<file path="src/rtl/aosc_pkg.sv">
// constants, register map and reset values for the analog output scaling control
package aosc_pkg;

	localparam int          AOSC_NCH        = 8;

	// register byte addresses (10-bit address, word aligned)
	localparam logic [9:0]  AOSC_GCFG_ADDR  = 10'h000;
	localparam logic [9:0]  AOSC_STAT_ADDR  = 10'h004;
	localparam logic [9:0]  AOSC_DIAG_ADDR  = 10'h008;
	localparam logic [1:0]  AOSC_CH_PAGE    = 2'h1;
	localparam logic [2:0]  AOSC_CH_CTRL    = 3'h0;
	localparam logic [2:0]  AOSC_CH_SPLO    = 3'h1;
	localparam logic [2:0]  AOSC_CH_SPHI    = 3'h2;
	localparam logic [2:0]  AOSC_CH_ENLO    = 3'h3;
	localparam logic [2:0]  AOSC_CH_ENHI    = 3'h4;
	localparam logic [2:0]  AOSC_CH_OUT     = 3'h5;

	// global configuration fields and reset values
	localparam int          AOSC_AQLEN_LSB  = 0;
	localparam int          AOSC_DIBYT_LSB  = 4;
	localparam int          AOSC_DQBYT_LSB  = 6;
	localparam int          AOSC_HOLD_BIT   = 8;
	localparam logic [3:0]  AOSC_AQLEN_RST  = 4'h8;
	localparam logic [1:0]  AOSC_DIBYT_RST  = 2'h3;
	localparam logic [1:0]  AOSC_DQBYT_RST  = 2'h2;
	localparam logic        AOSC_HOLD_RST   = 1'b0;

	// channel control fields
	localparam int          AOSC_ACT_BIT    = 0;
	localparam int          AOSC_UNI_BIT    = 1;

	// scaling presets and limits in millivolts / units
	localparam logic signed [15:0] AOSC_BIP_LO = -16'sd10000;
	localparam logic signed [15:0] AOSC_BIP_HI = 16'sd10000;
	localparam logic signed [15:0] AOSC_UNI_LO = 16'sd0;
	localparam logic signed [15:0] AOSC_UNI_HI = 16'sd10000;
	localparam logic signed [15:0] AOSC_SPAN_MIN = -16'sd16384;
	localparam logic signed [15:0] AOSC_SPAN_MAX = 16'sd16383;
	localparam logic signed [15:0] AOSC_HW_MAX   = 16'sd10250;
	localparam logic signed [15:0] AOSC_ALM_MARGIN = 16'sd50;

	// divider iterations over the product magnitude
	localparam logic [5:0]  AOSC_DIV_STEPS  = 6'd34;

	typedef enum logic [1:0] {
		AOSC_S_IDLE = 2'b00,
		AOSC_S_DIV  = 2'b01,
		AOSC_S_DONE = 2'b10
	} aosc_state_t;

endpackage

</file>
<file path="src/rtl/aosc_ctrl.sv">
// eight-channel analog output scaling, channel enable and output default control
//
// Added by the designer: the address-and-strobe port and the register offsets.
`timescale 1ns/1ns
`default_nettype none
module aosc_ctrl (
	input  wire logic                 core_clk,
	input  wire logic                 rstn,
	input  wire logic [9:0]           reg_addr,
	input  wire logic [31:0]          reg_wdata,
	input  wire logic                 reg_wr,
	input  wire logic                 reg_rd,
	output logic      [31:0]          reg_rdata,
	input  wire logic                 out_word_wr,
	input  wire logic [2:0]           out_word_idx,
	input  wire logic [15:0]          out_word,
	input  wire logic                 fclr_wr,
	input  wire logic [15:0]          fclr_bits,
	input  wire logic                 host_rst_pin,
	input  wire logic                 host_tmo_pin,
	input  wire logic                 bp_lost_pin,
	input  wire logic                 wdog_pin,
	input  wire logic                 user_pwr_pin,
	output logic [aosc_pkg::AOSC_NCH-1:0][15:0] dac_mv,
	output logic                      dac_load,
	output logic      [23:0]          diag_bits
);
	import aosc_pkg::*;

	logic        [3:0]  aq_len_ff;
	logic        [1:0]  di_byt_ff;
	logic        [1:0]  dq_byt_ff;
	logic               hold_ff;
	logic        [7:0]  act_ff;
	logic        [7:0]  uni_ff;
	logic signed [15:0] splo_ff [AOSC_NCH];
	logic signed [15:0] sphi_ff [AOSC_NCH];
	logic signed [15:0] enlo_ff [AOSC_NCH];
	logic signed [15:0] enhi_ff [AOSC_NCH];
	logic signed [15:0] cmd_ff  [AOSC_NCH];
	logic        [7:0]  pend_ff;
	logic        [7:0]  over_ff;
	logic        [7:0]  under_ff;
	logic               pwr_alm_ff;
	logic               held_ff;
	logic        [4:0]  s1_ff, s2_ff, s3_ff, filt_ff, filt_d_ff;
	aosc_state_t        state_ff;
	logic        [2:0]  cur_ff;
	logic        [33:0] quo_ff;
	logic        [17:0] rem_ff;
	logic        [16:0] den_ff;
	logic               neg_ff;
	logic        [5:0]  cnt_ff;

	// ---------- pin synchronisers ----------
	logic [4:0] pins;
	assign pins = {user_pwr_pin, wdog_pin, bp_lost_pin, host_tmo_pin, host_rst_pin};

	// a level counts only once second and third stages agree
	always_ff @(posedge core_clk) begin
		if (!rstn) begin
			s1_ff     <= 5'h00;
			s2_ff     <= 5'h00;
			s3_ff     <= 5'h00;
			filt_ff   <= 5'h00;
			filt_d_ff <= 5'h00;
		end else begin
			s1_ff     <= pins;
			s2_ff     <= s1_ff;
			s3_ff     <= s2_ff;
			filt_ff   <= (s2_ff & s3_ff) | (filt_ff & (s2_ff | s3_ff));
			filt_d_ff <= filt_ff;
		end
	end

	logic user_pwr, pwr_fall, fail_evt;
	assign user_pwr = filt_ff[4];
	assign pwr_fall = filt_d_ff[4] & ~filt_ff[4];
	assign fail_evt = |(filt_ff[3:0] & ~filt_d_ff[3:0]);

	// ---------- register decode ----------
	logic       ch_sel;
	logic [2:0] ch_a;
	logic [2:0] ch_r;
	assign ch_sel = (reg_addr[9:8] == AOSC_CH_PAGE) && (reg_addr[1:0] == 2'h0);
	assign ch_a   = reg_addr[7:5];
	assign ch_r   = reg_addr[4:2];

	// defaults at reset; global configuration write
	always_ff @(posedge core_clk) begin
		if (!rstn) begin
			aq_len_ff <= AOSC_AQLEN_RST;
			di_byt_ff <= AOSC_DIBYT_RST;
			dq_byt_ff <= AOSC_DQBYT_RST;
			hold_ff   <= AOSC_HOLD_RST;
		end else if (reg_wr && reg_addr == AOSC_GCFG_ADDR) begin
			aq_len_ff <= (reg_wdata[AOSC_AQLEN_LSB+:4] > AOSC_AQLEN_RST) ? AOSC_AQLEN_RST
			             : reg_wdata[AOSC_AQLEN_LSB+:4];
			di_byt_ff <= reg_wdata[AOSC_DIBYT_LSB+:2];
			// only 0, 8 or 16 bits exist
			dq_byt_ff <= (reg_wdata[AOSC_DQBYT_LSB+:2] > AOSC_DQBYT_RST) ? AOSC_DQBYT_RST
			             : reg_wdata[AOSC_DQBYT_LSB+:2];
			hold_ff   <= reg_wdata[AOSC_HOLD_BIT];
		end
	end

	function automatic logic signed [15:0] span_clip(input logic [31:0] w);
		logic signed [15:0] v;
		v = w[15:0];
		if (v < AOSC_SPAN_MIN)
			span_clip = AOSC_SPAN_MIN;
		else if (v > AOSC_SPAN_MAX)
			span_clip = AOSC_SPAN_MAX;
		else
			span_clip = v;
	endfunction

	// per-channel configuration; picking a range reloads its preset points
	always_ff @(posedge core_clk) begin
		if (!rstn) begin
			act_ff <= 8'hff;
			uni_ff <= 8'h00;
			for (int i = 0; i < AOSC_NCH; i++) begin
				splo_ff[i] <= AOSC_BIP_LO;
				sphi_ff[i] <= AOSC_BIP_HI;
				enlo_ff[i] <= AOSC_BIP_LO;
				enhi_ff[i] <= AOSC_BIP_HI;
			end
		end else if (reg_wr && ch_sel) begin
			case (ch_r)
				AOSC_CH_CTRL: begin
					act_ff[ch_a] <= reg_wdata[AOSC_ACT_BIT];
					uni_ff[ch_a] <= reg_wdata[AOSC_UNI_BIT];
					splo_ff[ch_a] <= reg_wdata[AOSC_UNI_BIT] ? AOSC_UNI_LO : AOSC_BIP_LO;
					sphi_ff[ch_a] <= reg_wdata[AOSC_UNI_BIT] ? AOSC_UNI_HI : AOSC_BIP_HI;
					enlo_ff[ch_a] <= reg_wdata[AOSC_UNI_BIT] ? AOSC_UNI_LO : AOSC_BIP_LO;
					enhi_ff[ch_a] <= reg_wdata[AOSC_UNI_BIT] ? AOSC_UNI_HI : AOSC_BIP_HI;
				end
				AOSC_CH_SPLO: splo_ff[ch_a] <= span_clip(reg_wdata);
				AOSC_CH_SPHI: sphi_ff[ch_a] <= span_clip(reg_wdata);
				AOSC_CH_ENLO: enlo_ff[ch_a] <= reg_wdata[15:0];
				AOSC_CH_ENHI: enhi_ff[ch_a] <= reg_wdata[15:0];
				default: ;
			endcase
		end
	end

	// readback, present only in the cycle after the strobe
	always_ff @(posedge core_clk) begin
		if (!rstn) begin
			reg_rdata <= 32'h0;
		end else if (!reg_rd) begin
			reg_rdata <= 32'h0;
		end else if (reg_addr == AOSC_GCFG_ADDR) begin
			reg_rdata <= {23'h0, hold_ff, dq_byt_ff, di_byt_ff, aq_len_ff};
		end else if (reg_addr == AOSC_STAT_ADDR) begin
			reg_rdata <= {16'h0, pend_ff, 5'h0, (state_ff != AOSC_S_IDLE), user_pwr, held_ff};
		end else if (reg_addr == AOSC_DIAG_ADDR) begin
			reg_rdata <= {8'h0, 7'h0, pwr_alm_ff, under_ff, over_ff};
		end else if (ch_sel) begin
			case (ch_r)
				AOSC_CH_CTRL: reg_rdata <= {30'h0, uni_ff[ch_a], act_ff[ch_a]};
				AOSC_CH_SPLO: reg_rdata <= {{16{splo_ff[ch_a][15]}}, splo_ff[ch_a]};
				AOSC_CH_SPHI: reg_rdata <= {{16{sphi_ff[ch_a][15]}}, sphi_ff[ch_a]};
				AOSC_CH_ENLO: reg_rdata <= {{16{enlo_ff[ch_a][15]}}, enlo_ff[ch_a]};
				AOSC_CH_ENHI: reg_rdata <= {{16{enhi_ff[ch_a][15]}}, enhi_ff[ch_a]};
				AOSC_CH_OUT:  reg_rdata <= {{16{dac_mv[ch_a][15]}}, dac_mv[ch_a]};
				default:      reg_rdata <= 32'h0;
			endcase
		end else begin
			reg_rdata <= 32'h0;
		end
	end

	// ---------- host output words ----------
	logic word_ok;
	// words beyond length or for inactive channels are dropped
	assign word_ok = out_word_wr && ({1'b0, out_word_idx} < aq_len_ff) && act_ff[out_word_idx];

	always_ff @(posedge core_clk) begin
		if (!rstn) begin
			for (int i = 0; i < AOSC_NCH; i++)
				cmd_ff[i] <= 16'sh0;
		end else if (word_ok) begin
			cmd_ff[out_word_idx] <= out_word;
		end
	end

	logic [2:0] pick;
	always_comb begin
		pick = 3'h0;
		for (int i = AOSC_NCH - 1; i >= 0; i--)
			if (pend_ff[i])
				pick = 3'(i);
	end

	logic take;
	assign take = (state_ff == AOSC_S_IDLE) && (|pend_ff);

	// a fresh word in the cycle its channel is taken stays pending
	always_ff @(posedge core_clk) begin
		if (!rstn) begin
			pend_ff <= 8'h00;
		end else begin
			for (int i = 0; i < AOSC_NCH; i++)
				if (word_ok && out_word_idx == 3'(i))
					pend_ff[i] <= 1'b1;
				else if ((take && pick == 3'(i)) || !act_ff[i])
					pend_ff[i] <= 1'b0;
		end
	end

	// ---------- scaling datapath ----------
	// 17-bit differences, 34-bit product, restoring divide
	logic signed [16:0] d_eng, d_spn, d_cmd;
	logic signed [33:0] prod;
	assign d_eng = 17'(enhi_ff[pick]) - 17'(enlo_ff[pick]);
	assign d_spn = 17'(sphi_ff[pick]) - 17'(splo_ff[pick]);
	assign d_cmd = 17'(cmd_ff[pick]) - 17'(enlo_ff[pick]);
	assign prod  = 34'(d_cmd) * 34'(d_spn);

	logic [17:0] rem_sh;
	assign rem_sh = {rem_ff[16:0], quo_ff[33]};

	logic        [34:0] q_rnd;
	logic signed [35:0] q_sgn, sum;
	logic signed [15:0] res;
	always_comb begin
		q_rnd = {1'b0, quo_ff} + 35'({rem_ff[16:0], 1'b0} >= {1'b0, den_ff});
		q_sgn = neg_ff ? -36'(q_rnd) : 36'(q_rnd);
		// straight line through both points; zero spread keeps low span
		sum   = (den_ff == 17'h0) ? 36'(splo_ff[cur_ff]) : 36'(splo_ff[cur_ff]) + q_sgn;
		// only the hardware limit bounds the result
		if (sum > 36'(AOSC_HW_MAX))
			res = AOSC_HW_MAX;
		else if (sum < -36'(AOSC_HW_MAX))
			res = -AOSC_HW_MAX;
		else
			res = sum[15:0];
	end

	// points are sampled when a channel's update starts; the low span point is read again when it finishes
	always_ff @(posedge core_clk) begin
		if (!rstn) begin
			state_ff <= AOSC_S_IDLE;
			cur_ff   <= 3'h0;
			quo_ff   <= 34'h0;
			rem_ff   <= 18'h0;
			den_ff   <= 17'h0;
			neg_ff   <= 1'b0;
			cnt_ff   <= 6'h0;
		end else begin
			case (state_ff)
				AOSC_S_IDLE: if (take) begin
					cur_ff   <= pick;
					quo_ff   <= prod[33] ? 34'(-prod) : 34'(prod);
					den_ff   <= d_eng[16] ? 17'(-d_eng) : 17'(d_eng);
					neg_ff   <= prod[33] ^ d_eng[16];
					rem_ff   <= 18'h0;
					cnt_ff   <= 6'h0;
					state_ff <= AOSC_S_DIV;
				end
				AOSC_S_DIV: begin
					if (rem_sh >= {1'b0, den_ff}) begin
						rem_ff <= rem_sh - {1'b0, den_ff};
						quo_ff <= {quo_ff[32:0], 1'b1};
					end else begin
						rem_ff <= rem_sh;
						quo_ff <= {quo_ff[32:0], 1'b0};
					end
					cnt_ff <= cnt_ff + 6'h1;
					if (cnt_ff == AOSC_DIV_STEPS - 6'h1)
						state_ff <= AOSC_S_DONE;
				end
				AOSC_S_DONE: state_ff <= AOSC_S_IDLE;
				default:     state_ff <= AOSC_S_IDLE;
			endcase
		end
	end

	logic done;
	assign done = (state_ff == AOSC_S_DONE) && act_ff[cur_ff];

	// ---------- outputs and output defaults ----------
	logic zero_all, hold_now;
	// hold only with hold selected and user power present
	assign hold_now = hold_ff && user_pwr;
	// failure without hold zeroes; power loss ends a hold
	assign zero_all = (fail_evt && !hold_now) || (pwr_fall && held_ff);

	// inactive channel still showing a value: it drops to zero this edge
	logic [7:0] kill;
	always_comb begin
		kill = 8'h00;
		for (int i = 0; i < AOSC_NCH; i++)
			kill[i] = !act_ff[i] && (dac_mv[i] != 16'h0);
	end

	always_ff @(posedge core_clk) begin
		if (!rstn) begin
			dac_mv   <= '0;
			dac_load <= 1'b0;
		end else begin
			// load marks the very edge an output moves, so the converter never misses one
			dac_load <= done || zero_all || (|kill);
			for (int i = 0; i < AOSC_NCH; i++)
				// inactive channel forced to 0 V
				if (zero_all || !act_ff[i])
					dac_mv[i] <= 16'h0;
				else if (done && cur_ff == 3'(i))
					dac_mv[i] <= res;
		end
	end

	// hold flag ends on new data or loss of user power
	always_ff @(posedge core_clk) begin
		if (!rstn)
			held_ff <= 1'b0;
		else if (fail_evt && hold_now)
			held_ff <= 1'b1;
		else if (word_ok || !user_pwr)
			held_ff <= 1'b0;
	end

	// ---------- alarms and fault clearing ----------
	logic [7:0] clr_ch;
	logic       clr_pwr;
	logic       hit_over, hit_under;
	// clear bits honoured only inside configured length
	assign clr_ch  = (fclr_wr && dq_byt_ff >= 2'h1) ? fclr_bits[7:0] : 8'h00;
	assign clr_pwr = fclr_wr && (dq_byt_ff >= 2'h2) && fclr_bits[8];
	// within 50 mV of either extreme
	assign hit_over  = res >= (AOSC_HW_MAX - AOSC_ALM_MARGIN);
	assign hit_under = res <= (AOSC_ALM_MARGIN - AOSC_HW_MAX);

	// setting wins over a clear in the same cycle
	always_ff @(posedge core_clk) begin
		if (!rstn) begin
			over_ff    <= 8'h00;
			under_ff   <= 8'h00;
			pwr_alm_ff <= 1'b0;
		end else begin
			for (int i = 0; i < AOSC_NCH; i++) begin
				// inactive channels never set, but still clear
				if (done && cur_ff == 3'(i) && hit_over)
					over_ff[i] <= 1'b1;
				else if (clr_ch[i])
					over_ff[i] <= 1'b0;
				if (done && cur_ff == 3'(i) && hit_under)
					under_ff[i] <= 1'b1;
				else if (clr_ch[i])
					under_ff[i] <= 1'b0;
			end
			if (!user_pwr)
				pwr_alm_ff <= 1'b1;
			else if (clr_pwr)
				pwr_alm_ff <= 1'b0;
		end
	end

	// bytes beyond the configured length read as zero
	always_ff @(posedge core_clk) begin
		if (!rstn)
			diag_bits <= 24'h0;
		else
			diag_bits <= {7'h0, pwr_alm_ff, under_ff, over_ff}
			             & {{8{di_byt_ff >= 2'h3}}, {8{di_byt_ff >= 2'h2}}, {8{di_byt_ff >= 2'h1}}};
	end

endmodule
`default_nettype wire

</file>
<file path="config.mk">
export PLATFORM = sky130hd
export DESIGN_NAME = aosc_ctrl
export DESIGN_NICKNAME = d
export VERILOG_FILES = /design/src/rtl/aosc_pkg.sv /design/src/rtl/aosc_ctrl.sv
export SDC_FILE = /design/constraint.sdc
export NUM_CORES = 2
export LEC_CHECK = 0
export BUFFER_PORTS_ARGS = -buffer_cell sky130_fd_sc_hd__buf_2
export CAP_MARGIN = 5
export CELL_PAD_IN_SITES_DETAIL_PLACEMENT = 1
export CELL_PAD_IN_SITES_GLOBAL_PLACEMENT = 1
export CORE_MARGIN = 3
export CORE_UTILIZATION = 40
export CTS_CLUSTER_DIAMETER = 200
export CTS_CLUSTER_SIZE = 8
export DETAILED_ROUTE_END_ITERATION = 7
export PLACE_DENSITY_LB_ADDON = 0.2
export RECOVER_POWER = 100
export SLEW_MARGIN = 15
export SYNTH_ARGS = -nofsm -noshare
export SYNTH_HDL_FRONTEND = slang
export SYNTH_SLANG_ARGS = --single-unit
</file>
<file path="constraint.sdc">
create_clock -name core_clk -period 25.9 [get_ports core_clk]
set_input_delay 6.475 -clock core_clk [delete_from_list [all_inputs] [get_ports core_clk]]
set_output_delay 6.475 -clock core_clk [all_outputs]
set_load 0.1 [all_outputs]
</file>
Yosys cells after proc, flatten, opt, wreduce, memory -nomap -nowiden
Memories as Yosys holds them, arrays and structs flattened. A register that Yosys moved wholly into a read port is not among the register bits.
Index checks and enable logic that the tools add are counted.
{"block": "op_classes", "magnitude_cmp": 20, "shifts": 0, "reduce_logical": 160, "n_mul": 1, "n_mux": 145, "eq_ne": 35, "bitwise_logic": 17, "n_div": 0, "addsub": 10}
{"op": "16-bit 2-to-1 mux", "count": 22}
{"op": "32-bit case mux with 6 select lines", "count": 1}
{"op": "16-bit nonzero test", "count": 8}
{"op": "17-bit 2-to-1 mux", "count": 5}
{"op": "16-bit OR reduction", "count": 5}
{"op": "1-bit 2-to-1 mux", "count": 79}
{"op": "36-bit 2-to-1 mux", "count": 2}
{"op": "34-bit 2-to-1 mux", "count": 2}
{"op": "34-bit case mux with 2 select lines", "count": 1}
{"op": "1-bit logical AND", "count": 63}
{"op": "2-bit nonzero test", "count": 27}
{"op": "16-bit by 16-bit subtractor with 17-bit output", "count": 3}
{"op": "16-bit binary-select mux with 3-bit select", "count": 1}
{"op": "3-bit 2-to-1 mux", "count": 15}
{"op": "3-bit == test (second input constant)", "count": 14}
{"op": "16-bit by 36-bit adder with 36-bit output", "count": 1}
{"op": "18-bit by 17-bit >= comparator with 1-bit output", "count": 2}
{"op": "36-bit by 15-bit greater-than comparator with 1-bit output (second input constant)", "count": 1}
{"op": "36-bit by 15-bit < comparator with 1-bit output (second input constant)", "count": 1}
{"op": "35-bit negation with 36-bit output", "count": 1}
{"op": "34-bit by 1-bit adder with 35-bit output", "count": 1}
{"op": "17-bit by 17-bit multiplier with 34-bit output", "count": 1}
{"op": "34-bit negation", "count": 1}
{"op": "17-bit case mux with 2 select lines", "count": 1}
{"op": "other kinds (54)", "count": 130}
{"block": "word_totals", "word_cells": 451, "mem_count": 5, "romBits": 0, "ff_bits": 341, "latchBits": 0, "ram_bits": 640}
{"name": "cmd_ff", "words": 8, "width": 16, "rd": 1, "rd_ports_with_merged_regs": 0, "wr": 8, "line_no": "aosc_ctrl.sv:40", "rtl": "logic signed [15:0] cmd_ff [AOSC_NCH];"}
{"name": "enhi_ff", "words": 8, "width": 16, "rd": 2, "rd_ports_with_merged_regs": 0, "wr": 8, "line_no": "aosc_ctrl.sv:39", "rtl": "logic signed [15:0] enhi_ff [AOSC_NCH];"}
{"name": "enlo_ff", "words": 8, "width": 16, "rd": 2, "rd_ports_with_merged_regs": 0, "wr": 8, "line_no": "aosc_ctrl.sv:38", "rtl": "logic signed [15:0] enlo_ff [AOSC_NCH];"}
{"name": "sphi_ff", "words": 8, "width": 16, "rd": 2, "rd_ports_with_merged_regs": 0, "wr": 8, "line_no": "aosc_ctrl.sv:37", "rtl": "logic signed [15:0] sphi_ff [AOSC_NCH];"}
{"name": "splo_ff", "words": 8, "width": 16, "rd": 3, "rd_ports_with_merged_regs": 1, "wr": 8, "line_no": "aosc_ctrl.sv:36", "rtl": "logic signed [15:0] splo_ff [AOSC_NCH];"}

Logic depth before layout (Yosys ltp)
An unclocked memory read counts as a cell.
{"block": "logic_depth", "ltp_word": 15, "depth_mapped": 55, "ltp_nobuf": 50}

Worst setup path after synthesis
No wires, ideal clock.
{"block": "synth_path", "path_type": "register to register", "start": "register pend_ff[0]", "end": "register quo_ff[32]", "stages_incl_launch_ff": 45, "path_slack_ns": 14.111, "t_required_ns": 25.767, "arrival_time_ns": 11.656, "path_cell_list": "dfxtp_1 -> nor2_1 -> nand2_1 -> nor2_1 -> clkbuf_1 -> clkbuf_1 -> mux4_2 -> a21oi_1 -> ha_1 -> inv_1 -> fa_1 -> nand2_1 -> nand2_1 -> a21oi_1 -> o21ai_0 -> a21oi_1 -> o21bai_1 -> a21oi_1 -> (+9 left out) -> fa_1 -> fa_1 -> inv_1 -> fa_1 -> inv_1 -> ha_1 -> clkbuf_1 -> nand2_1 -> or3_1 -> a211o_1 -> a311oi_1 -> o21ai_0 -> nor2_1 -> o211ai_1 -> or3b_2 -> o41ai_1 -> xor2_1 -> a21oi_1"}
{"block": "synth_via", "elab_chain_len": 8, "elab_cells_between_ends": 16, "classes_between": "add/sub: 3; mul: 1; eq/ne: 1; mux: 4; reduce/logical: 3; memory: 4"}
{"item": "start: declaration", "line_no": "aosc_ctrl.sv:41", "rtl": "logic [7:0] pend_ff;"}
{"item": "start signal: assignment", "line_no": "aosc_ctrl.sv:203", "rtl": "pend_ff <= 8'h00;"}
{"item": "start signal: indexed assignment", "line_no": "aosc_ctrl.sv:207", "rtl": "pend_ff[i] <= 1'b1;"}
{"item": "start signal: indexed assignment", "line_no": "aosc_ctrl.sv:209", "rtl": "pend_ff[i] <= 1'b0;"}
{"item": "3-bit 2-to-1 mux", "line_no": "aosc_ctrl.sv:193", "rtl": "if (pend_ff[i])"}
{"item": "memory read 8 x 16 bit, on equally long branches"}
{"item": "16-bit by 16-bit subtractor with 17-bit output, on equally long branches", "line_no": "aosc_ctrl.sv:219, aosc_ctrl.sv:218"}
{"item": "17-bit by 17-bit multiplier with 34-bit output", "line_no": "aosc_ctrl.sv:220", "rtl": "assign prod = 34'(d_cmd) * 34'(d_spn);"}
{"item": "34-bit negation", "line_no": "aosc_ctrl.sv:256", "rtl": "quo_ff <= prod[33] ? 34'(-prod) : 34'(prod);"}
{"item": "34-bit 2-to-1 mux", "line_no": "aosc_ctrl.sv:256"}
{"item": "34-bit 2-to-1 mux", "line_no": "aosc_ctrl.sv:254", "rtl": "AOSC_S_IDLE: if (take) begin"}
{"item": "34-bit case mux with 2 select lines", "line_no": "aosc_ctrl.sv:253", "rtl": "case (state_ff)"}
{"item": "end signal: assignment", "line_no": "aosc_ctrl.sv:256"}
{"item": "end signal: assignment", "line_no": "aosc_ctrl.sv:266", "rtl": "quo_ff <= {quo_ff[32:0], 1'b1};"}
{"item": "end signal: assignment", "line_no": "aosc_ctrl.sv:269", "rtl": "quo_ff <= {quo_ff[32:0], 1'b0};"}
{"item": "end: declaration", "line_no": "aosc_ctrl.sv:49", "rtl": "logic [33:0] quo_ff;"}
Several ways; a longest one is shown, not always the timed one. The select of a mux whose other input is x is not followed.
A chain may end at the register's enable or synchronous reset.

Worst setup path after layout
{"block": "layout_path", "start": "register pend_ff[6]", "end": "register quo_ff[32]"}
{"block": "layout_via", "elab_chain_len": 14, "elab_cells_between_ends": 22, "classes_between": "add/sub: 3; mul: 1; eq/ne: 1; mux: 10; reduce/logical: 3; memory: 4"}
{"item": "3-bit 2-to-1 mux (7 in series)", "line_no": "aosc_ctrl.sv:193"}
{"item": "memory read 8 x 16 bit, on equally long branches"}
{"item": "16-bit by 16-bit subtractor with 17-bit output, on equally long branches", "line_no": "aosc_ctrl.sv:219, aosc_ctrl.sv:218"}
{"item": "17-bit by 17-bit multiplier with 34-bit output", "line_no": "aosc_ctrl.sv:220"}
{"item": "34-bit negation", "line_no": "aosc_ctrl.sv:256"}
{"item": "34-bit 2-to-1 mux", "line_no": "aosc_ctrl.sv:256"}
{"item": "34-bit 2-to-1 mux", "line_no": "aosc_ctrl.sv:254"}
{"item": "34-bit case mux with 2 select lines", "line_no": "aosc_ctrl.sv:253"}
Several ways; a longest one is shown, not always the timed one. The select of a mux whose other input is x is not followed.

==> flow_summary.yaml <==
outcome:
  status: "finished with violations"
  violations: "capacitance limit, slew limit"
hold_path:
  min_to: "s2_ff[0]"
  hp-start: "s1_ff[0]"
  hold-path-cell-count: 1
  hold_class: "register to register"
critical_path:
  crit_top_cell: "fa_1"
  crit_type: "register to register"
  cp-end-kind: "register"
  slowest_stage: "or2_0"
  crit_path_start_kind: "register"
  rrSetupSlack_ns: 6.48
  worst-path-buf-inv: 8
  arrival_ns: 20.08
  r2r-start: "pend_ff[6]"
  critical_path.top_delay_family: "simple AND/OR/NAND/NOR gates"
  slowest_delay_ns: 2.88
  r2r-end: "quo_ff[32]"
  cp.required_ns: 26.55
  rr_worst_depth: 48
  cp_max_fo: 51
final_layout:
  fillers: 18400
  mostFrequentLayoutCell: "nand2_1"
  final_nets: 7691
  area_delta_synth_final_pct: 10.8
  seqCellArea_um2: 25700
  layout_common_cells: "nand2_1 (1145), edfxtp_1 (640), nor2_1 (618)"
  multi_input_area_um2: 36500
  drive_above_1_share: 0.0762
  post-route-util: 0.449
sta:
  slew-limit-headroom: -4.14
  worst_clock_skew_ns: 0.0644
  post-route-period-util: 0.750
  tns_ns: 0
  tightest_slew_ns: 7.70
  clock.fmax_mhz: 51.5
  layout_setup_ws_ns: 6.48
  rsz0062_at_grt: "no"
  finalCriticalPeriod_ns: 19.42
  setup_viol: 0
  report.final.slew_viol_count: 637
  finalHoldViolCount: 0
cts:
  post_cts_resized: 0
  ctsHoldBuffers: 0
  numClockSinks: 963
  cts.htree.levels: 4
  cts_made_buffers: 138
  clk_path_buf_depth: 3
  root_buffer: "clkbuf_16"
  cts_tree: "built"
  post_cts_buffers: 0
  clk_pin_slew_ns: 0.06
  clk_latency_ns: 0.82
placement:
  port_buffers: 242
  place_ws_ns: 11.36
  detailed_place_hpwl_um: 188000
  gp_congestion: 0.964
drt:
  viasPerCell: 6.23
  routedWlPerCell_um: 28.7
  top_layer: "met5"
  first_pass_iters: 6
  drt_iter0_markers: 6219
  dr_wl_met2_um: 121000
  drt_wl_total_um: 267000
  wl_met3_um: 25200
  drtAntennaViolNets: 0
  drcViolationCount: 0
  vias: 58000
  m1WireLength_um: 105000
logic_synthesis:
  ys_warn_count: 0
  async_flop_share: 0
  postSynthCellCount: 7031
  synth_area_leader_cell: "edfxtp_1"
  synthTopCellsByArea: "edfxtp_1 (29%), dfxtp_1 (9.9%), fa_1 (9.2%), nand2_1 (6.6%), mux4_2 (4.0%)"
  avgSynthCellArea_um2: 9.32
  synth_cell_types: 92
  ys_ff_latch: 963
  synth_top_area_share: 0.293
  synth_flop_cell: "edfxtp_1"
  seq_area_frac_synth: 0.392
  synth_area_um2: 65500
  synth-edff-count: 640
floorplan:
  rows: 147
  fp.coreArea_um2: 162000
  fp.dieH_um: 411
  fp.dieW_um: 411
  die-area_um2: 169000
  start_util: 0.405
  ios: 273
grt:
  grt_pass1_vias: 59700
  grt_overflow: 0
  antenna_found_initial: 12
  grt_max_degree: 98
  grt_pass1_wl_um: 393000
  grt_usage: 0.311
run:
  cap_violations: 22
Yosys cell counts, types with 22 or more instances:
library cell / number
buf_1: 47
xor2_1: 75
nor2_1: 625
a21oi_1: 245
a311oi_1: 47
a21o_1: 45
a211oi_1: 73
inv_1: 454
nand2_1: 1146
a221oi_1: 54
ha_1: 193
a21boi_0: 52
nor2b_1: 59
fa_1: 302
nand4_1: 107
or2_2: 27
nor3_1: 88
nand2b_1: 45
xnor2_1: 139
edfxtp_1: 640
dfxtp_1: 323
nor4_1: 57
clkbuf_1: 386
mux4_2: 116
or3_1: 35
mux2i_1: 24
and2_1: 219
and3_1: 68
o211ai_1: 42
o21ai_0: 325
a31oi_1: 47
buf_4: 22
nand3_1: 246
a22oi_1: 244
o22ai_1: 33
a22o_1: 78
worst max-delay path by stage:
stage / startpoint / end / depth (start not counted)
2_1_floorplan: pend_ff[0] / quo_ff[32] / 44
3_3_place_gp: pend_ff[6] / quo_ff[32] / 48
3_5_place_dp: pend_ff[6] / quo_ff[32] / 48
4_1_cts: pend_ff[6] / quo_ff[27] / 50
5_1_grt: pend_ff[6] / quo_ff[32] / 49
6_report: pend_ff[6] / quo_ff[32] / 48
flip-flops by register name (all words and copies together) (netlist names), 8 cells and up, named ones only:
register	flops
reg_rdata	18
pend_ff	8
rem_ff	17
enlo_ff	128
den_ff	17
dac_mv	128
diag_bits	17
enhi_ff	128
over_ff	8
sphi_ff	128
splo_ff	128
act_ff	8
under_ff	8
quo_ff	34
cmd_ff	128
uni_ff	8
final cells by class:
type / count / share of cell area
multi-input combinational: 5143 / 0.502
tap: 2160 / 0.0372
antenna: 8 / 0.000276
clock buffer: 154 / 0.0484
inverter: 456 / 0.0236
sequential: 963 / 0.354
timing repair buffer: 406 / 0.0287
clock inverter: 16 / 0.00634
routing by layer:
metal	up-vias	global-route usage
met1	29400	0.401
met2	2786	0.493
met3	710	0.0690
met4	4	0.155
met5	-	0
li1	25100	-
per-stage QoR:
stage	area (um^2)	hold slack, ns	instances
2_1_floorplan	65600	0.412	7037
3_3_place_gp	69200	0.416	9128
3_5_place_dp	69200	0.424	9128
4_1_cts	73200	0.438	9298
5_1_grt	72600	0.465	9299
6_report	72700	0.437	9306
cells by family (layout without fill, tap and decap cells):
family	Yosys count	in the layout	synth area share
buf+inv	931	1032	0.0550
mux	157	157	0.0464
compound gates	1480	1480	0.154
fa+ha+maj	500	500	0.130
other cells	1	15	0.0000572
flops	963	963	0.392
xor+xnor	214	214	0.0286
simple gates	2785	2785	0.194
Power is left out: the tool's default activity adds up to more than one toggle a clock period on the data nets, which glitch-free logic cannot reach.
